### config.mk
export PLATFORM = sky130hd
export DESIGN_NAME = ucb_ctrl
export DESIGN_NICKNAME = d
export VERILOG_FILES = /design/src/hw/ucb_pkg.sv /design/src/hw/ucb_baud_gen.sv /design/src/hw/ucb_wake_det.sv /design/src/hw/ucb_ctrl.sv
export SDC_FILE = /design/constraint.sdc
export NUM_CORES = 1
export LEC_CHECK = 0
export BUFFER_PORTS_ARGS = -buffer_cell sky130_fd_sc_hd__buf_2
export CAP_MARGIN = 20
export CORE_MARGIN = 2
export CORE_UTILIZATION = 25
export CTS_BUF_LIST = sky130_fd_sc_hd__clkbuf_4 sky130_fd_sc_hd__clkbuf_8
export CTS_CLUSTER_DIAMETER = 50
export DETAILED_ROUTE_END_ITERATION = 10
export SETUP_SLACK_MARGIN = 0.2
export SYNTH_ARGS = -nofsm -noshare
export SYNTH_HDL_FRONTEND = slang
export SYNTH_SLANG_ARGS = --single-unit
### constraint.sdc
create_clock -name i_ref_clk -period 2.5 [get_ports i_ref_clk]
set_input_delay 0.125 -clock i_ref_clk [delete_from_list [all_inputs] [get_ports i_ref_clk]]
set_output_delay 0.125 -clock i_ref_clk [all_outputs]
set_load 0.05 [all_outputs]
### src/hw/ucb_pkg.sv
// package: register map, field positions, reset values and carriers of the serial port block
package ucb_pkg;

	// ****************************************
	// register map (byte addresses)
	// ****************************************
	localparam logic [7:0] ADDR_CTRL_ONE = 8'h00;
	localparam logic [7:0] ADDR_CTRL_TWO = 8'h04;
	localparam logic [7:0] ADDR_DATA = 8'h08;
	localparam logic [7:0] ADDR_DIVISOR = 8'h0c;
	localparam logic [7:0] ADDR_STATUS = 8'h10;
	localparam logic [7:0] ADDR_FLAG_SET = 8'h14;

	// ****************************************
	// serial_control_two fields
	// ****************************************
	localparam int C2_TX_EN = 7;
	localparam int C2_RX_EN = 6;
	localparam int C2_SPEED = 5;
	localparam int C2_ADDR_DET = 4;
	localparam int C2_WAKE = 3;
	localparam int C2_RX_IE = 2;
	localparam int C2_TX_IDLE_FLAG_IE = 1;
	localparam int C2_TEMPTY_IE = 0;

	// control one fields (own layout)
	localparam int C1_MASTER_EN = 7;
	localparam int C1_LEN_SEL = 6;
	localparam int C1_WAKE_IE = 1;
	localparam int C1_ADDR_IE = 0;

	// status fields
	localparam int ST_RX_AVAIL = 0;
	localparam int ST_OVERRUN = 1;
	localparam int ST_TX_IDLE = 2;
	localparam int ST_TX_EMPTY = 3;
	localparam int ST_ADDR_HIT = 4;
	localparam int ST_WAKE_REQ = 5;
	localparam int ST_RX_BIT8 = 6;
	localparam int ST_RX_BIT7 = 7;

	// ****************************************
	// reset values and baud prescales
	// ****************************************
	localparam logic [7:0] CTRL_TWO_RST = 8'h00;
	localparam logic [7:0] CTRL_ONE_RST = 8'h00;
	localparam logic [7:0] DIVISOR_RST = 8'h00;
	localparam logic [5:0] PRESCALE_LOW = 6'h3f;
	localparam logic [5:0] PRESCALE_HIGH = 6'h0f;

	// AXI responses
	localparam logic [1:0] RESP_OKAY = 2'h0;
	localparam logic [1:0] RESP_SLVERR = 2'h2;

	// received word from the shift engine
	typedef struct packed {
		logic valid;
		logic [8:0] word;
	} ucb_rx_word_s;

	// transmitter side status from the shift engine
	typedef struct packed {
		logic tx_idle;
		logic tx_empty;
	} ucb_tx_stat_s;

	typedef enum logic [1:0] {
		UCB_RX_OFF,
		UCB_RX_ON,
		UCB_RX_ABORT
	} ucb_rx_state_e;

endpackage : ucb_pkg

### src/hw/ucb_baud_gen.sv
// baud generator: prescaler plus reloading 8-bit timer
`timescale 1ns/1ps
`default_nettype none

module ucb_baud_gen #(
	parameter int DIV_W = 8
) (
	input wire logic i_ref_clk, // clock
	input wire logic i_reset, // sync reset
	input wire logic i_run, // master enable, clears counters when low
	input wire logic i_speed, // speed select
	input wire logic [DIV_W-1:0] i_divisor, // divisor N
	output logic o_tick // one pulse per bit time
);

	logic [5:0] pre_r;
	logic [DIV_W-1:0] tmr_r;
	logic pre_end;
	logic tick_r;

	// prescale 64 or 16 then divide by N+1
	assign pre_end = (pre_r == '0);

	always_ff @(posedge i_ref_clk) begin
		if (i_reset || !i_run) begin
			pre_r <= '0;
		end else if (pre_end) begin
			pre_r <= i_speed ? ucb_pkg::PRESCALE_HIGH : ucb_pkg::PRESCALE_LOW;
		end else begin
			pre_r <= pre_r - 6'h01;
		end
	end

	// free-running timer reloads at terminal count, so a new divisor lands there
	always_ff @(posedge i_ref_clk) begin
		if (i_reset || !i_run) begin
			tmr_r <= '0;
			tick_r <= 1'b0;
		end else begin
			tick_r <= 1'b0;
			if (pre_end) begin
				if (tmr_r == '0) begin
					tmr_r <= i_divisor;
					tick_r <= 1'b1;
				end else begin
					tmr_r <= tmr_r - 1'b1;
				end
			end
		end
	end

	assign o_tick = tick_r;

endmodule : ucb_baud_gen

`default_nettype wire

### src/hw/ucb_wake_det.sv
// rx pin synchroniser and wake-up falling edge detector
`timescale 1ns/1ps
`default_nettype none

module ucb_wake_det (
	input wire logic i_ref_clk, // clock
	input wire logic i_reset, // sync reset
	input wire logic i_rx_pin, // raw rx pin
	input wire logic i_arm, // wake bit set and port clock stopped
	output logic o_rx_sync, // synchronised rx level
	output logic o_fall // falling edge seen while armed
);

	logic s1_r;
	logic s2_r;
	logic s3_r;

	always_ff @(posedge i_ref_clk) begin
		if (i_reset) begin
			s1_r <= 1'b1;
			s2_r <= 1'b1;
			s3_r <= 1'b1;
		end else begin
			s1_r <= i_rx_pin;
			s2_r <= s1_r;
			s3_r <= s2_r;
		end
	end

	// edges only count while armed
	assign o_fall = i_arm && s3_r && !s2_r;
	assign o_rx_sync = s2_r;

endmodule : ucb_wake_det

`default_nettype wire

### src/hw/ucb_ctrl.sv
// serial port control, data and baud register block with AXI4-Lite slave
`timescale 1ns/1ps
`default_nettype none

module ucb_ctrl #(
	parameter int DIV_W = 8
) (
	input wire logic i_ref_clk, // 200 MHz clock
	input wire logic i_reset, // sync reset, active high
	input wire logic [7:0] s_axi_awaddr, // write address
	input wire logic s_axi_awvalid, // write address valid
	output logic s_axi_awready, // write address ready
	input wire logic [31:0] s_axi_wdata, // write data
	input wire logic [3:0] s_axi_wstrb, // byte strobes
	input wire logic s_axi_wvalid, // write data valid
	output logic s_axi_wready, // write data ready
	output logic [1:0] s_axi_bresp, // write response
	output logic s_axi_bvalid, // write response valid
	input wire logic s_axi_bready, // write response ready
	input wire logic [7:0] s_axi_araddr, // read address
	input wire logic s_axi_arvalid, // read address valid
	output logic s_axi_arready, // read address ready
	output logic [31:0] s_axi_rdata, // read data
	output logic [1:0] s_axi_rresp, // read response
	output logic s_axi_rvalid, // read data valid
	input wire logic s_axi_rready, // read data ready
	input wire logic i_clk_stopped, // port clock fH is switched off
	input wire logic i_rx_pin, // rx pin level
	input wire ucb_pkg::ucb_rx_word_s i_rx_word, // word from shift engine
	input wire logic i_rx_busy, // shift engine mid-word
	input wire ucb_pkg::ucb_tx_stat_s i_tx_stat, // tx idle / empty levels
	input wire logic i_tx_load_ack, // shift engine took tx data
	output logic o_rx_run, // receiver enabled
	output logic o_rx_abort, // abort pulse to receiver
	output logic o_rx_pin_oe, // high while port owns rx pin
	output logic o_rx_sync, // synchronised rx level
	output logic o_tx_run, // transmitter enabled
	output logic o_nine_bit, // 9-bit format selected
	output logic [7:0] o_tx_data, // transmit byte
	output logic o_tx_load, // tx byte pending
	output logic o_baud_tick, // bit time pulse
	output logic o_irq // port interrupt request
);

	// ****************************************
	// registers
	// ****************************************
	logic [7:0] ctrl_one_r;
	logic [7:0] ctrl_two_r;
	logic [DIV_W-1:0] divisor_r;
	logic [7:0] rx_data_r;
	logic [7:0] tx_data_r;
	logic tx_load_r;
	logic rx_avail_r;
	logic overrun_r;
	logic addr_hit_r;
	logic wake_req_r;
	logic rx_bit8_r;
	ucb_pkg::ucb_rx_state_e rx_state_r;
	ucb_pkg::ucb_rx_state_e rx_state_nxt;

	logic master_en;
	logic rx_enabled;
	logic nine_bit;
	logic addr_bit;
	logic store_word;
	logic wake_fall;
	logic rd_data_hit;

	// AXI channel state
	logic aw_held_r;
	logic w_held_r;
	logic [7:0] aw_addr_r;
	logic [31:0] w_data_r;
	logic [3:0] w_strb_r;
	logic bvalid_r;
	logic [1:0] bresp_r;
	logic rvalid_r;
	logic [31:0] rdata_r;
	logic [1:0] rresp_r;
	logic wr_fire;
	logic rd_fire;

	function automatic logic known_addr(input logic [7:0] a);
		known_addr = (a == ucb_pkg::ADDR_CTRL_ONE) || (a == ucb_pkg::ADDR_CTRL_TWO) ||
			(a == ucb_pkg::ADDR_DATA) || (a == ucb_pkg::ADDR_DIVISOR) ||
			(a == ucb_pkg::ADDR_STATUS) || (a == ucb_pkg::ADDR_FLAG_SET);
	endfunction : known_addr

	// ****************************************
	// control decode
	// ****************************************
	assign master_en = ctrl_one_r[ucb_pkg::C1_MASTER_EN];
	assign nine_bit = ctrl_one_r[ucb_pkg::C1_LEN_SEL];
	assign rx_enabled = master_en && ctrl_two_r[ucb_pkg::C2_RX_EN];
	assign addr_bit = nine_bit ? i_rx_word.word[8] : i_rx_word.word[7];
	// with address detect on, only address words go into the buffer
	assign store_word = i_rx_word.valid && (rx_state_r == ucb_pkg::UCB_RX_ON) &&
		(!ctrl_two_r[ucb_pkg::C2_ADDR_DET] || addr_bit);

	// ****************************************
	// AXI4-Lite slave
	// ****************************************
	assign s_axi_awready = !aw_held_r && !bvalid_r;
	assign s_axi_wready = !w_held_r && !bvalid_r;
	assign s_axi_arready = !rvalid_r;
	assign wr_fire = aw_held_r && w_held_r && !bvalid_r;
	assign rd_fire = s_axi_arvalid && s_axi_arready;
	assign rd_data_hit = rd_fire && (s_axi_araddr == ucb_pkg::ADDR_DATA);

	always_ff @(posedge i_ref_clk) begin
		if (i_reset) begin
			aw_held_r <= 1'b0;
			w_held_r <= 1'b0;
			aw_addr_r <= 8'h00;
			w_data_r <= 32'h0000_0000;
			w_strb_r <= 4'h0;
			bvalid_r <= 1'b0;
			bresp_r <= ucb_pkg::RESP_OKAY;
		end else begin
			if (s_axi_awvalid && s_axi_awready) begin
				aw_held_r <= 1'b1;
				aw_addr_r <= s_axi_awaddr;
			end
			if (s_axi_wvalid && s_axi_wready) begin
				w_held_r <= 1'b1;
				w_data_r <= s_axi_wdata;
				w_strb_r <= s_axi_wstrb;
			end
			if (wr_fire) begin
				aw_held_r <= 1'b0;
				w_held_r <= 1'b0;
				bvalid_r <= 1'b1;
				bresp_r <= known_addr(aw_addr_r) ? ucb_pkg::RESP_OKAY : ucb_pkg::RESP_SLVERR;
			end else if (bvalid_r && s_axi_bready) begin
				bvalid_r <= 1'b0;
			end
		end
	end

	always_ff @(posedge i_ref_clk) begin
		if (i_reset) begin
			rvalid_r <= 1'b0;
			rdata_r <= 32'h0000_0000;
			rresp_r <= ucb_pkg::RESP_OKAY;
		end else if (rd_fire) begin
			rvalid_r <= 1'b1;
			rresp_r <= known_addr(s_axi_araddr) ? ucb_pkg::RESP_OKAY : ucb_pkg::RESP_SLVERR;
			if (s_axi_araddr == ucb_pkg::ADDR_CTRL_ONE) begin
				rdata_r <= {24'h000000, ctrl_one_r};
			end else if (s_axi_araddr == ucb_pkg::ADDR_CTRL_TWO) begin
				rdata_r <= {24'h000000, ctrl_two_r};
			end else if (s_axi_araddr == ucb_pkg::ADDR_DATA) begin
				rdata_r <= {24'h000000, rx_data_r};
			end else if (s_axi_araddr == ucb_pkg::ADDR_DIVISOR) begin
				rdata_r <= {{(32-DIV_W){1'b0}}, divisor_r};
			end else if (s_axi_araddr == ucb_pkg::ADDR_STATUS) begin
				rdata_r <= {24'h000000, rx_data_r[7], rx_bit8_r, wake_req_r, addr_hit_r,
					i_tx_stat.tx_empty, i_tx_stat.tx_idle, overrun_r, rx_avail_r};
			end else begin
				rdata_r <= 32'h0000_0000;
			end
		end else if (rvalid_r && s_axi_rready) begin
			rvalid_r <= 1'b0;
		end
	end

	assign s_axi_bvalid = bvalid_r;
	assign s_axi_bresp = bresp_r;
	assign s_axi_rvalid = rvalid_r;
	assign s_axi_rdata = rdata_r;
	assign s_axi_rresp = rresp_r;

	// ****************************************
	// control registers
	// ****************************************
	always_ff @(posedge i_ref_clk) begin
		if (i_reset) begin
			ctrl_one_r <= ucb_pkg::CTRL_ONE_RST;
			ctrl_two_r <= ucb_pkg::CTRL_TWO_RST;
			divisor_r <= ucb_pkg::DIVISOR_RST[DIV_W-1:0];
		end else begin
			if (wr_fire && w_strb_r[0] && aw_addr_r == ucb_pkg::ADDR_CTRL_ONE) begin
				ctrl_one_r <= w_data_r[7:0];
			end
			if (wr_fire && w_strb_r[0] && aw_addr_r == ucb_pkg::ADDR_CTRL_TWO) begin
				ctrl_two_r <= w_data_r[7:0];
			end else if (!master_en) begin
				// disabling the port drops both enables, other bits survive
				ctrl_two_r[ucb_pkg::C2_TX_EN] <= 1'b0;
				ctrl_two_r[ucb_pkg::C2_RX_EN] <= 1'b0;
			end
			if (wr_fire && w_strb_r[0] && aw_addr_r == ucb_pkg::ADDR_DIVISOR) begin
				divisor_r <= w_data_r[DIV_W-1:0];
			end
		end
	end

	// ****************************************
	// receiver control
	// ****************************************
	always_comb begin
		rx_state_nxt = rx_state_r;
		case (rx_state_r)
			ucb_pkg::UCB_RX_OFF: begin
				if (rx_enabled) begin
					rx_state_nxt = ucb_pkg::UCB_RX_ON;
				end
			end
			ucb_pkg::UCB_RX_ON: begin
				if (!rx_enabled) begin
					rx_state_nxt = ucb_pkg::UCB_RX_ABORT;
				end
			end
			default: begin
				rx_state_nxt = ucb_pkg::UCB_RX_OFF;
			end
		endcase
	end

	always_ff @(posedge i_ref_clk) begin
		if (i_reset) begin
			rx_state_r <= ucb_pkg::UCB_RX_OFF;
		end else begin
			rx_state_r <= rx_state_nxt;
		end
	end

	// abort is pulsed on any drop of the enable, busy or not
	assign o_rx_abort = (rx_state_r == ucb_pkg::UCB_RX_ABORT) && 1'b1;
	assign o_rx_run = (rx_state_r == ucb_pkg::UCB_RX_ON);
	assign o_rx_pin_oe = (rx_state_r == ucb_pkg::UCB_RX_ON);

	// ****************************************
	// receive buffer and flags
	// ****************************************
	// a new word wins over a clear by the same data read
	always_ff @(posedge i_ref_clk) begin
		if (i_reset) begin
			rx_avail_r <= 1'b0;
			overrun_r <= 1'b0;
			addr_hit_r <= 1'b0;
			rx_bit8_r <= 1'b0;
			rx_data_r <= 8'h00;
		end else if (!master_en || !rx_enabled) begin
			rx_avail_r <= 1'b0;
			overrun_r <= 1'b0;
			addr_hit_r <= 1'b0;
		end else if (store_word) begin
			rx_data_r <= i_rx_word.word[7:0];
			rx_bit8_r <= i_rx_word.word[8];
			rx_avail_r <= 1'b1;
			overrun_r <= overrun_r || (rx_avail_r && !rd_data_hit);
			addr_hit_r <= addr_hit_r || (ctrl_two_r[ucb_pkg::C2_ADDR_DET] && addr_bit);
		end else if (rd_data_hit) begin
			rx_avail_r <= 1'b0;
			overrun_r <= 1'b0;
			addr_hit_r <= 1'b0;
		end
	end

	// ****************************************
	// transmit holding register
	// ****************************************
	always_ff @(posedge i_ref_clk) begin
		if (i_reset) begin
			tx_data_r <= 8'h00;
			tx_load_r <= 1'b0;
		end else if (!master_en || !ctrl_two_r[ucb_pkg::C2_TX_EN]) begin
			tx_load_r <= 1'b0;
		end else if (wr_fire && w_strb_r[0] && aw_addr_r == ucb_pkg::ADDR_DATA) begin
			tx_data_r <= w_data_r[7:0];
			tx_load_r <= 1'b1;
		end else if (i_tx_load_ack) begin
			tx_load_r <= 1'b0;
		end
	end

	assign o_tx_data = tx_data_r;
	assign o_tx_load = tx_load_r;
	assign o_tx_run = master_en && ctrl_two_r[ucb_pkg::C2_TX_EN];
	assign o_nine_bit = nine_bit;

	// ****************************************
	// wake-up
	// ****************************************
	ucb_wake_det u_wake (
		.i_ref_clk(i_ref_clk),
		.i_reset(i_reset),
		.i_rx_pin(i_rx_pin),
		.i_arm(ctrl_two_r[ucb_pkg::C2_WAKE] && i_clk_stopped),
		.o_rx_sync(o_rx_sync),
		.o_fall(wake_fall)
	);

	// set wins over a write of 1 to the flag-clear location
	always_ff @(posedge i_ref_clk) begin
		if (i_reset) begin
			wake_req_r <= 1'b0;
		end else if (wake_fall) begin
			wake_req_r <= 1'b1;
		end else if (wr_fire && w_strb_r[0] && aw_addr_r == ucb_pkg::ADDR_FLAG_SET &&
			w_data_r[ucb_pkg::ST_WAKE_REQ]) begin
			wake_req_r <= 1'b0;
		end
	end

	// ****************************************
	// baud generator
	// ****************************************
	ucb_baud_gen #(
		.DIV_W(DIV_W)
	) u_baud (
		.i_ref_clk(i_ref_clk),
		.i_reset(i_reset),
		.i_run(master_en),
		.i_speed(ctrl_two_r[ucb_pkg::C2_SPEED]),
		.i_divisor(divisor_r),
		.o_tick(o_baud_tick)
	);

	// ****************************************
	// interrupt request
	// ****************************************
	logic irq_r;
	always_ff @(posedge i_ref_clk) begin
		if (i_reset) begin
			irq_r <= 1'b0;
		end else begin
			irq_r <= (ctrl_two_r[ucb_pkg::C2_RX_IE] && (rx_avail_r || overrun_r)) ||
				(ctrl_two_r[ucb_pkg::C2_TX_IDLE_FLAG_IE] && master_en && i_tx_stat.tx_idle) ||
				(ctrl_two_r[ucb_pkg::C2_TEMPTY_IE] && master_en && i_tx_stat.tx_empty) ||
				(ctrl_one_r[ucb_pkg::C1_ADDR_IE] && addr_hit_r) ||
				(ctrl_one_r[ucb_pkg::C1_WAKE_IE] && wake_req_r);
		end
	end
	assign o_irq = irq_r;

endmodule : ucb_ctrl

`default_nettype wire

# Word level (Yosys, flattened, before mapping)

Cells that the tools add are included.

Word-level logic and storage cells: 160
Register bits: 124

Reduce and logical (&&, ||, !) cells: 81
Equal/unequal tests: 15
Add/subtract/negate cells: 2
Multiplexer cells: 29
Bitwise gates (word level): 3

Operator list:

| kind                                                   | number |
|---|---|
| two-way mux 8 bit                                      | 6 |
| logical AND 1 bit                                      | 33 |
| equality test 8 x 4 -> 1 bit (second input constant)   | 4 |
| equality test 8 x 5 -> 1 bit (second input constant)   | 4 |
| logical NOT 8 bit                                      | 3 |
| logical OR 1 bit                                       | 21 |
| equality test 8 x 3 -> 1 bit (second input constant)   | 2 |
| two-way mux 1 bit                                      | 14 |
| two-way mux 2 bit                                      | 6 |
| two-way mux 6 bit                                      | 2 |
| logical NOT 1 bit                                      | 10 |
| nonzero test 2 bit                                     | 5 |
| OR reduction 2 bit                                     | 4 |
| subtractor 8 x 1 -> 8 bit (second input constant)      | 1 |
| logical NOT 6 bit                                      | 1 |
| AND reduction 2 bit                                    | 3 |
| subtractor 6 x 1 -> 6 bit (second input constant)      | 1 |
| inequality test 2 bit (second input constant)          | 2 |
| one-hot mux 2 bit (2 select lines)                     | 1 |
| NOT 1 bit                                              | 3 |
| equality test 2 x 1 -> 1 bit (second input constant)   | 1 |
| equality test 2 bit (second input constant)            | 1 |
| logical NOT 2 bit                                      | 1 |
| inequality test 2 x 1 -> 1 bit (second input constant) | 1 |

# Logic depth before layout (Yosys ltp)

Gate-level depths: netlist of run 1.

Depth in word-level cells: 7
Gate-level depth with buffers: 7

# Hierarchy

From an unflattened synthesis of run 1, not the netlist that was laid out.

Cells, all modules: 548
Area total of the unflattened synthesis: 4722.0 um2

By module, submodules not included:

| module       | instances | sequential area each (um2) | area each (um2) | cells an instance |
|---|---|---|---|---|
| ucb_ctrl     | 1         | 1601.5                     | 3778.6          | 443 |
| ucb_baud_gen | 1         | 300.3                      | 855.8           | 98 |
| ucb_wake_det | 1         | 60.1                       | 87.6            | 7 |

# Worst setup path after synthesis of run 1

OpenSTA, ideal clock, no wires.

Path type: reg-to-reg
From: reg bvalid_r (netlist: s_axi_bvalid)
To: reg w_data_r[3]
Cell stages (with the launch flop): 6
Data arrival time: 1945 ps
Slack: 484 ps
Library setup time: 70 ps
Required time: 2430 ps
Clock period less this slack: 2016 ps
Path through: dfxtp_1 > nor2_1 > and2_1 > clkbuf_1 > nand2_1 > a21oi_1

Cells in the longest elaborated chain, start to end: 3

RTL lines:

| element                  | RTL line        | text |
|---|---|---|
| start: declaration       | ucb_ctrl.sv:76  | `logic bvalid_r;` |
| start signal: assignment | ucb_ctrl.sv:118 | `bvalid_r <= 1'b0;` |
| start signal: assignment | ucb_ctrl.sv:133 | `bvalid_r <= 1'b1;` |
| start signal: assignment | ucb_ctrl.sv:136 | `bvalid_r <= 1'b0;` |
| logical NOT 1 bit        | ucb_ctrl.sv:105 | `assign s_axi_wready = !w_held_r && !bvalid_r;` |
| logical AND 1 bit        | ucb_ctrl.sv:105 |  |
| net s_axi_wready         | ucb_ctrl.sv:16  | `output logic s_axi_wready,` |
| logical AND 1 bit        | ucb_ctrl.sv:125 | `if (s_axi_wvalid && s_axi_wready) begin` |
| end signal: assignment   | ucb_ctrl.sv:127 | `w_data_r <= s_axi_wdata;` |
| end: declaration         | ucb_ctrl.sv:74  | `logic [31:0] w_data_r;` |

The timed path passes the listed nets, and every way through them passes these cells.
A chain may end at the register's enable or synchronous reset.

# Final worst setup path of run 1

From: reg aw_addr_r[5]
To: reg wake_req_r

Cells in the longest elaborated chain, start to end: 4

RTL lines:

| element                             | RTL line        | text |
|---|---|---|
| start: declaration                  | ucb_ctrl.sv:73  | `logic [7:0] aw_addr_r;` |
| start signal: assignment            | ucb_ctrl.sv:123 | `aw_addr_r <= s_axi_awaddr;` |
| equality test 8 x 5 -> 1 bit        | ucb_ctrl.sv:302 | `end else if (wr_fire && w_strb_r[0] && aw_addr_r == ucb_pkg::ADDR_FLAG_SET &&` |
| logical AND 1 bit (2 in series)     | ucb_ctrl.sv:302 |  |
| nonzero test 2 bit (no source line) | n/a             |  |
| end signal: assignment              | ucb_ctrl.sv:299 | `wake_req_r <= 1'b0;` |
| end signal: assignment              | ucb_ctrl.sv:301 | `wake_req_r <= 1'b1;` |
| end signal: assignment              | ucb_ctrl.sv:304 | `wake_req_r <= 1'b0;` |
| end: declaration                    | ucb_ctrl.sv:57  | `logic wake_req_r;` |

Every way passes these cells.

==> results of run 1 <==
-- timing repair --
item | 4_1_cts | 5_1_grt
hold buffers | 29 | 0
hold endpoints to repair | 29 | 0
endpoints found under the setup margin | 0 | 0
-- cells in the final DEF, fill, tap and decap left out, types with 7 or more instances in the layout --
master,count
dfxtp_1,98
buf_2,78
nor2_1,57
nand2_1,56
a21oi_1,46
mux2i_1,38
dlygate4sd3_1,29
conb_1,26
o21ai_0,24
inv_1,12
nand4_1,12
buf_4,11
nand2b_1,9
clkbuf_8,9
nor3_1,8
nor2b_1,7
o22ai_1,7
nand3_1,7
-- layout make-up --
cell class              count  area [um2]
flip-flops and latches     98        1960
inverters                  12        45.0
well taps                 229         287
clock buffers              10         131
clock inverters             6        65.1
fillers                  1912       12300
repair buffers            118         763
multi-input cells         389        2330
-- how the worst min path moves through the flow --
stage          depth (start not counted)     startpoint           end
6_report                               3  s_axi_arvalid  s_axi_rvalid
5_1_grt                                3  i_tx_load_ack     o_tx_load
4_1_cts                                3  s_axi_arvalid  s_axi_rvalid
3_5_place_dp                           2       i_rx_pin   u_wake.s1_r
3_3_place_gp                           2   s_axi_rready  s_axi_rvalid
2_1_floorplan                          1   s_axi_rready  s_axi_rvalid
-- flip-flops by register name (all words and copies together), names as in the netlist, 2 cells and up --
name          cells
s_axi_rdata       8
divisor_r         8
ctrl_two_r        8
ctrl_one_r        8
u_baud.pre_r      6
w_data_r          8
o_tx_data         8
rx_data_r         8
rx_state_r        2
aw_addr_r         8
u_baud.tmr_r      8
-- through the flow --
| stage | utilization | area (um2) | cells | hold slack (ns) | worst slack [ns] |
|---|---|---|---|---|---|
| floorplan | - | 4640 | 551 | 0.224 | 0.484 |
| global placement | 0.285 | 5100 | 817 | 0.307 | 0.461 |
| detailed placement | 0.285 | 5100 | 817 | 0.312 | 0.427 |
| CTS | 0.312 | 5580 | 862 | 0.0115 | 0.433 |
| global route | 0.312 | 5580 | 862 | 0.0448 | 0.304 |
| finish | 0.312 | 5580 | 862 | 0.0165 | 0.425 |
-- routing by layer --
| metal | GRT usage | share of wire | up-vias | wire length, um |
|---|---|---|---|---|
| li1 | - | - | 2029 | - |
| met1 | 0.170 | 0.47 | 1892 | 5720 |
| met2 | 0.198 | 0.47 | 111 | 5720 |
| met3 | 0.0252 | 0.046 | 11 | 560 |
| met4 | 0.0393 | 0.013 | 0 | 154 |
| met5 | 0 | 0 | - | 0 |
-- worst reg2reg max path, stage by stage, from the launching register on --
cell and delay [ns]:
dfxtp_1 0.32, or4_4 0.62, or3_1 0.53, o41ai_1 0.39, a21oi_1 0.11
-- power by group --
part / total, uW / internal, uW / switching (uW)
registers: 1630 / 1590 / 36.8
logic: 396 / 122 / 274
clock network: 1050 / 478 / 569
total: 3070 / 2190 / 880
-- kinds of logic after synthesis --
group	share of synthesized area
xor gates and xnor gates	0.00386
muxes	0.0936
DFF	0.432
adders and majority gates	0.00826
AOI/OAI and AO/OA	0.157
other	0.000825
and+or+nand+nor	0.228
buffers and inverters	0.0768
==> impl_metrics.yaml, run 1 <==
outcome:
  status: "complete, no violations"
detailed_routing:
  wl_mm: 12.2
  via_per_inst: 4.69
  wl_per_cell_um: 14.1
  ant_nets: 0
  post-route-drc-count: 0
  num_vias: 4043
  drt_first_pass_iters: 5
  initialDrtViolationCount: 238
sta:
  fmax_mhz: 482
  worst_slew_pin_slew_ns: 0.753
  min_period_ns: 2.08
  hold_viol: 0
  slew_violations: 0
  finalSetupTns_ns: 0
  clock_skew_ns: 0.00943
  slew_headroom: 0.496
  finalCritPeriodShare: 0.830
  finalSetupViolations: 0
  rsz0062_at_grt: "no"
finish:
  nets: 706
  drive_above_1_share: 0.196
  antennaDiodeCount: 0
  area_delta_synth_final_pct: 22.9
grt:
  grt_max_degree: 39
  grt_pass1_wl_mm: 19.4
  grt_use_total: 0.124
  overflow: 0
  grt_pass1_vias: 3762
  antenna_found_initial: 0
floorplan:
  core-area_mm2: 0.0179
  placementRows: 49
  die_area_mm2: 0.0193
  fp.dieW_um: 139
  boundaryPins: 133
  initial_core_util: 0.254
  die_h_um: 139
worst_setup_path:
  crit_cells: 4
  cpPeakStageDelay_ns: 0.62
  worstSetupPathType: "flop to flop"
  worstSetupEndpoint: "wake_req_r"
  r2r_end: "wake_req_r"
  regToRegSetupSlack_ns: 0.42
  arrival_ns: 2.34
  crit_slowest_cell: "or4_4"
  crit_fanout: 9
  rr_worst_depth: 4
  cp_top_family: "simple AND/OR/NAND/NOR gates"
  crit_required_ns: 2.76
  r2r-start: "aw_addr_r[5]"
  critical_path.startpoint_type: "flop"
  critPathCaptureType: "flop"
  worstPathCellList: "or4_4, or3_1, o41ai_1, a21oi_1"
  worst-path-buf-inv: 0
  cp-startpoint: "aw_addr_r[5]"
synthesis:
  synthTopCellsByCount: "dfxtp_1 (98), nor2_1 (57), nand2_1 (56)"
  yosys_warnings: 0
  ys_ff_latch: 98
  yosysTopAreaCellShare: 0.432
  syn-cell-area_mm2: 0.00454
  avgSynthCellArea_um2: 8.64
  yosysMostFrequentCell: "dfxtp_1"
  synth.top_cells.by_area: "dfxtp_1 (43%), mux2i_1 (8.4%), a21oi_1 (5.1%)"
  postSynthCellCount: 526
  synthArstFlopShare: 0
  ys_types: 51
  synthFlopType: "dfxtp_1"
  yosysTopAreaCell: "dfxtp_1"
  synth_edf_count: 0
  yosysSeqAreaShare: 0.432
worst_hold_path:
  hp-class: "input port to flop"
placed_design:
  port_buffers: 78
  routabilityCongestion: 0.787
  hpwl_mm: 8.83
clocking:
  cts_root_buf: "clkbuf_8"
  cts_resized: 0
  cts.path.max_buffers: 2
  cts_buffers: 9
  cts_tree: "built"
  cts_sinks: 98
  h-tree-depth: 3
  clk_pin_slew_worst_paths_ns: 0.10
  cts_setup_buffers: 0
  clock_latency_ns: 0.38
pwr:
  power_uw: 3070
  irDropWorstVdd_v: 0.000347
  powerDensity_mw_per_mm2: 550
  leakagePower_uw: 0.00212
run:
  drv_cap: 0
No activity file was read; power rests on OpenSTA's default activity.
==> inputs of run 2 (changes only) <==
==> constraint.sdc (replaced) <==
create_clock -name i_ref_clk -period 1.8 [get_ports i_ref_clk]
set_input_delay 0.09 -clock i_ref_clk [delete_from_list [all_inputs] [get_ports i_ref_clk]]
set_output_delay 0.09 -clock i_ref_clk [all_outputs]
set_load 0.05 [all_outputs]
==> run 2 against run 1 <==
  * The flow now finishes with violations (negative setup slack)
  * Count of clock-buffer cells in the layout increased by 2
  * Die area unchanged
  * Hold slack got worse by 0.012 ns
  * Wire length up 9.8%
  * Core utilization increased by 2.4 points
  * Sequential share of layout area shrank 2.3 points
  * Register-to-register slack lost 0.49 ns
  * Critical path depth is 2 higher
  * Largest power group unchanged
==> impl_metrics.yaml, run 2 (synthesized netlist as in run 1, its figures left out) <==
detailed_routing:
  initialDrtViolationCount: 255
  post-route-drc-count: 0
  wl_per_cell_um: 14.9
  ant_nets: 0
  num_vias: 4160
  wl_mm: 13.4
  via_per_inst: 4.66
  drt_first_pass_iters: 5
grt:
  grt_pass1_wl_mm: 21.1
  grt_pass1_vias: 4001
  antenna_found_initial: 0
  grt_use_total: 0.138
  overflow: 0
  grt_max_degree: 28
sta:
  setup_ws_ns: -0.0622
  hold_viol: 0
  rsz0062_at_grt: "yes"
  min_period_ns: 1.86
  finalCritPeriodShare: 1.03
  slew_violations: 0
  clock_skew_ns: 0.0119
  fmax_mhz: 537
  slew_headroom: 0.662
  finalSetupViolations: 16
  worst_slew_pin_slew_ns: 0.505
placed_design:
  routabilityCongestion: 0.857
  hpwl_mm: 10.0
  place_area_mm2: 0.00539
  port_buffers: 78
finish:
  drive_above_1_share: 0.276
  area_delta_synth_final_pct: 32.6
  postLayoutCellArea_mm2: 0.00602
  final_cell_mix: "dfxtp_1 (86), buf_2 (77), nand2_1 (56)"
  final_util: 0.336
  antennaDiodeCount: 0
  nets: 737
  final_common_cell: "dfxtp_1"
clocking:
  cts_sinks: 98
  clock_latency_ns: 0.38
  clk_pin_slew_worst_paths_ns: 0.10
  h-tree-depth: 3
  cts_root_buf: "clkbuf_8"
  cts_tree: "built"
  cts_buffers: 9
  cts.path.max_buffers: 2
worst_setup_path:
  crit_top_cell: "buf_12"
  cpPeakStageDelay_ns: 0.57
  arrival_ns: 2.13
  worstPathCellList: "or4_4, buf_12, nor4_4, buf_12, mux2i_1, nor2_1"
  crit_required_ns: 2.07
  worstSetupPathType: "flop to flop"
  critPathCaptureType: "flop"
  critical_path.startpoint_type: "flop"
  cp_top_family: "simple AND/OR/NAND/NOR gates"
  crit_slowest_cell: "or4_4"
  worst-path-buf-inv: 2
  crit_fanout: 8
outcome:
  violations: "negative setup slack"
  status: "finished, violations left"
pwr:
  power_uw: 4240
  share_comb_of_total_power: 0.145
  intPower_uw: 3010
  seqPwrFrac: 0.532
  irDropWorstVdd_v: 0.000421
  clock_power_share: 0.322
  switchingPower_uw: 1230
  swShare: 0.289
  leakagePower_uw: 0.00231
  powerDensity_mw_per_mm2: 704
floorplan:
  placementRows: 49
  die_area_mm2: 0.0193
  initial_core_util: 0.254
  boundaryPins: 133
  core-area_mm2: 0.0179
  fp.dieW_um: 139
  die_h_um: 139
worst_hold_path:
  hp-class: "input port to flop"
run:
  drv_cap: 0
run 2: changes by cell type in the layout (fill, tap and decap cells not counted), moves of 5 or more:
cell	previous run	this run
buf_12	0	5
dfxtp_2	0	11
buf_4	11	35
o21ai_0	24	15
o21ai_1	0	9
dfxtp_1	98	86
run 2: worst reg2reg max path, stage by stage (launching register included):
cell and delay [ns]:
dfxtp_2 0.33, or4_4 0.57, buf_12 0.16, nor4_4 0.27
buf_12 0.18, mux2i_1 0.18, nor2_1 0.06
run 2: worst paths after layout:
path	startpoint	to	slack (ns)	cells past startpoint
setup / recovery	aw_addr_r[5]	divisor_r[6]	-0.06	6
hold / removal	i_rx_word[8]	rx_bit8_r	0.004	3
setup reg to reg	aw_addr_r[5]	divisor_r[6]	-0.06	6
hold reg to reg	u_wake.s1_r	u_wake.o_rx_sync	0.41	1
run 2: final cells by class:
cell class	instances	area [um2]
clock buffer	12	159
clock inverter	4	26.3
fill	1868	11900
inverter	12	45.0
multi-input combinational	389	2460
sequential	98	1980
tap	229	287
timing repair buffer	149	1070
run 2: timing repair:
item	in CTS	in global routing
pin swaps	2	13
cloned	0	1
resized for setup	5	17
endpoints found under the setup margin	45	54
hold endpoints to repair	29	0
buffers inserted	4	2
hold buffers	30	0
run 2: stage by stage:
stage	setup WS (ns)	setup TNS (ns)	std cells	hold slack, ns
2_1_floorplan	-0.0310	-0.480	551	0.189
3_3_place_gp	0.0188	0	840	0.273
3_5_place_dp	-0.0215	-0.126	840	0.278
4_1_cts	-0.0247	-0.0567	890	0.00286
5_1_grt	-0.135	-2.78	893	0.0383
6_report	-0.0622	-0.540	893	0.00444
run 2: power groups by stage:
stage               Sequential, uW  Combinational, uW  Clock [uW]
floorplan                     2320                405           0
global placement              2310                561           0
detailed placement            2310                563           0
CTS                           2260                615        1400
global route                  2260                663        1470
finish                        2260                616        1370
run 2: layer usage:
metal	vias up	part of all wire	routed length (um)	GRT usage
li1	2086	-	-	-
met1	1920	0.45	6070	0.180
met5	-	0	0	0
met2	133	0.48	6370	0.228
met3	21	0.045	601	0.0183
met4	0	0.023	313	0.0585
==> inputs of run 3 (changes only) <==
--- a/config.mk
+++ b/config.mk
@@ -12,7 +12,9 @@
 export CTS_BUF_LIST = sky130_fd_sc_hd__clkbuf_4 sky130_fd_sc_hd__clkbuf_8
 export CTS_CLUSTER_DIAMETER = 50
 export DETAILED_ROUTE_END_ITERATION = 10
+export MAX_ROUTING_LAYER = met4
 export SETUP_SLACK_MARGIN = 0.2
 export SYNTH_ARGS = -nofsm -noshare
 export SYNTH_HDL_FRONTEND = slang
+export SYNTH_HIERARCHICAL = 1
 export SYNTH_SLANG_ARGS = --single-unit
==> run 3 against run 2 <==
  * The run still ends with negative setup slack left
  * Area after synthesis grew 3.9%
  * Critical path type unchanged
  * Worst setup slack gained 0.041 ns
  * Via count grew 1.7%
  * Die area grew 3.8%
  * Wire length shrank 2.8%
  * Largest cell class unchanged
  * Count of clock-buffer cells in the layout shrank 1
  * Synthesized cell count grew 4.2%
  * Core utilization shrank 0.36 points
  * First-iteration DRC count shrank 16%
  * Critical path depth grew 1
==> impl_metrics.yaml, run 3 <==
synthesis:
  yosysSeqAreaShare: 0.415
  synthArstFlopShare: 0
  yosysTopAreaCellShare: 0.415
  yosys_warnings: 6
  avgSynthCellArea_um2: 8.62
  synthTopCellsByCount: "dfxtp_1 (98), nand2_1 (59), nor2_1 (59)"
  yosysMostFrequentCell: "dfxtp_1"
  ys_types: 62
  yosysTopAreaCell: "dfxtp_1"
  synthFlopType: "dfxtp_1"
  synth_edf_count: 0
  syn-cell-area_mm2: 0.00472
  synth.top_cells.by_area: "dfxtp_1 (42%), mux2i_1 (6.4%), a21oi_1 (4.9%)"
  ys_ff_latch: 98
  postSynthCellCount: 548
placed_design:
  routabilityCongestion: 0.837
  hpwl_mm: 9.48
  port_buffers: 78
  dp.cells: 867
  place_area_mm2: 0.00557
detailed_routing:
  post-route-drc-count: 0
  ant_nets: 0
  wl_mm: 13.0
  via_per_inst: 4.61
  initialDrtViolationCount: 215
  num_vias: 4230
  drt_first_pass_iters: 4
  wl_per_cell_um: 14.1
pwr:
  irDropWorstVdd_v: 0.000346
  power_uw: 4480
  leakagePower_uw: 0.00238
  powerDensity_mw_per_mm2: 723
worst_setup_path:
  rr_worst_depth: 7
  critical_path.startpoint_type: "flop"
  r2r-start: "aw_addr_r[0]"
  critPathCaptureType: "flop"
  r2r_end: "o_tx_data[0]"
  crit_slowest_cell: "or4_4"
  worstSetupPathType: "flop to flop"
  crit_fanout: 7
  arrival_ns: 2.11
  regToRegSetupSlack_ns: -0.02
  crit_required_ns: 2.09
  cp-startpoint: "aw_addr_r[0]"
  cpPeakStageDelay_ns: 0.56
  worstPathCellList: "or4_4, buf_6, nor4_4, buf_4, buf_12, nand4b_1, a21oi_1"
floorplan:
  fp.dieW_um: 141
  die_area_mm2: 0.0200
  placementRows: 50
  die_h_um: 141
  initial_core_util: 0.253
  core-area_mm2: 0.0186
  boundaryPins: 133
sta:
  hold_viol: 0
  fmax_mhz: 549
  clock_skew_ns: 0.0132
  finalCritPeriodShare: 1.01
  slew_headroom: 0.481
  worst_slew_pin_slew_ns: 0.777
  rsz0062_at_grt: "yes"
  finalSetupViolations: 12
  setup_ws_ns: -0.0212
  finalSetupTns_ns: -0.170
  min_period_ns: 1.82
  slew_violations: 0
finish:
  area_delta_synth_final_pct: 31.4
  nets: 756
  stdcell_count: 917
  drive_above_1_share: 0.269
  postLayoutCellArea_mm2: 0.00620
  final_cell_mix: "dfxtp_1 (91), buf_2 (78), nand2_1 (59)"
  final_util: 0.333
  final_common_cell: "dfxtp_1"
  fillCellCount: 1995
  antennaDiodeCount: 0
worst_hold_path:
  hold_depth: 2
  hp-class: "input port to flop"
  min_to: "divisor_r[2]"
  hold_start: "i_reset"
clocking:
  cts_root_buf: "clkbuf_8"
  cts_sinks: 98
  cts_buffers: 9
  clock_latency_ns: 0.37
  clk_pin_slew_worst_paths_ns: 0.10
  cts_tree: "built"
  h-tree-depth: 3
  cts.path.max_buffers: 2
run:
  drv_cap: 0
outcome:
  violations: "negative setup slack"
  status: "finished, violations left"
grt:
  antenna_found_initial: 0
  grt_use_total: 0.133
  grt_pass1_wl_mm: 20.5
  overflow: 0
  grt_max_degree: 58
  grt_pass1_vias: 3977
run 3: area by class of cell:
cell class | count | area (um2) | area share
repair buffers | 152 | 1110 | 0.179
clock buffers | 11 | 139 | 0.0224
clock inverters | 5 | 86.3 | 0.0139
inverters | 8 | 30.0 | 0.00484
multi-input cells | 409 | 2580 | 0.415
well taps | 234 | 293 | 0.0472
flip-flops and latches | 98 | 1970 | 0.318
run 3: cell families after synthesis:
| family | after synthesis | share of synthesized area |
|---|---|---|
| buffers and inverters | 66 | 0.0782 |
| other | 1 | 0.000794 |
| and+or+nand+nor | 242 | 0.280 |
| AOI/OAI and AO/OA | 104 | 0.146 |
| DFF | 98 | 0.415 |
| muxes | 32 | 0.0684 |
| adders and majority gates | 3 | 0.00795 |
| xor gates and xnor gates | 2 | 0.00371 |
run 3: worst max path at each step:
stage	cells after the start	slack [ns]	endpoint
after floorplan	5	-0.05	s_axi_rdata[6]
after global placement	5	-0.26	s_axi_rdata[6]
after detailed placement	5	-0.25	s_axi_rdata[5]
after CTS	6	-0.009	o_tx_data[0]
after global routing	7	-0.12	o_tx_data[1]
final	7	-0.02	o_tx_data[0]
run 3: per-layer routing:
layer	vias to the layer above	global-route usage	wire, um	share of wire
met4	0	0.0342	102	0.0079
met3	10	0.0300	661	0.051
li1	2153	-	-	-
met1	1949	0.178	6240	0.48
met5	-	-	0	0
met2	118	0.204	5970	0.46
run 3: stage by stage:
stage | hold WS [ns] | setup WS (ns)
2_1_floorplan | 0.187 | -0.0530
3_3_place_gp | 0.285 | -0.257
3_5_place_dp | 0.291 | -0.250
4_1_cts | 0.0370 | -0.00889
5_1_grt | 0.0320 | -0.118
6_report | 0.0573 | -0.0212
run 3: worst max-delay path, delay by kind of cell (launching register included):
| family | cells | cell delay, ns |
|---|---|---|
| AND/OR/NAND/NOR | 3 | 0.79 |
| buffers and inverters | 3 | 0.45 |
| flip-flops | 1 | 0.33 |
| AO/OA/AOI/OAI | 1 | 0.18 |
run 3: what timing repair did:
action                                  in CTS  in global routing
endpoints found under the hold margin       30                  0
resized for setup                            6                 12
cloned                                       0                  1
pin swaps                                    1                  8
setup buffers                                1                  2
endpoints found under the setup margin      42                 39
hold buffers                                30                  0
run 3: power by group:
part / internal (uW) / leakage (uW) / total, uW / switching [uW]
Combinational: 215 / 0.00147 / 614 / 399
Clock: 825 / 0.000115 / 1610 / 789
Sequential: 2210 / 0.000797 / 2260 / 47.8
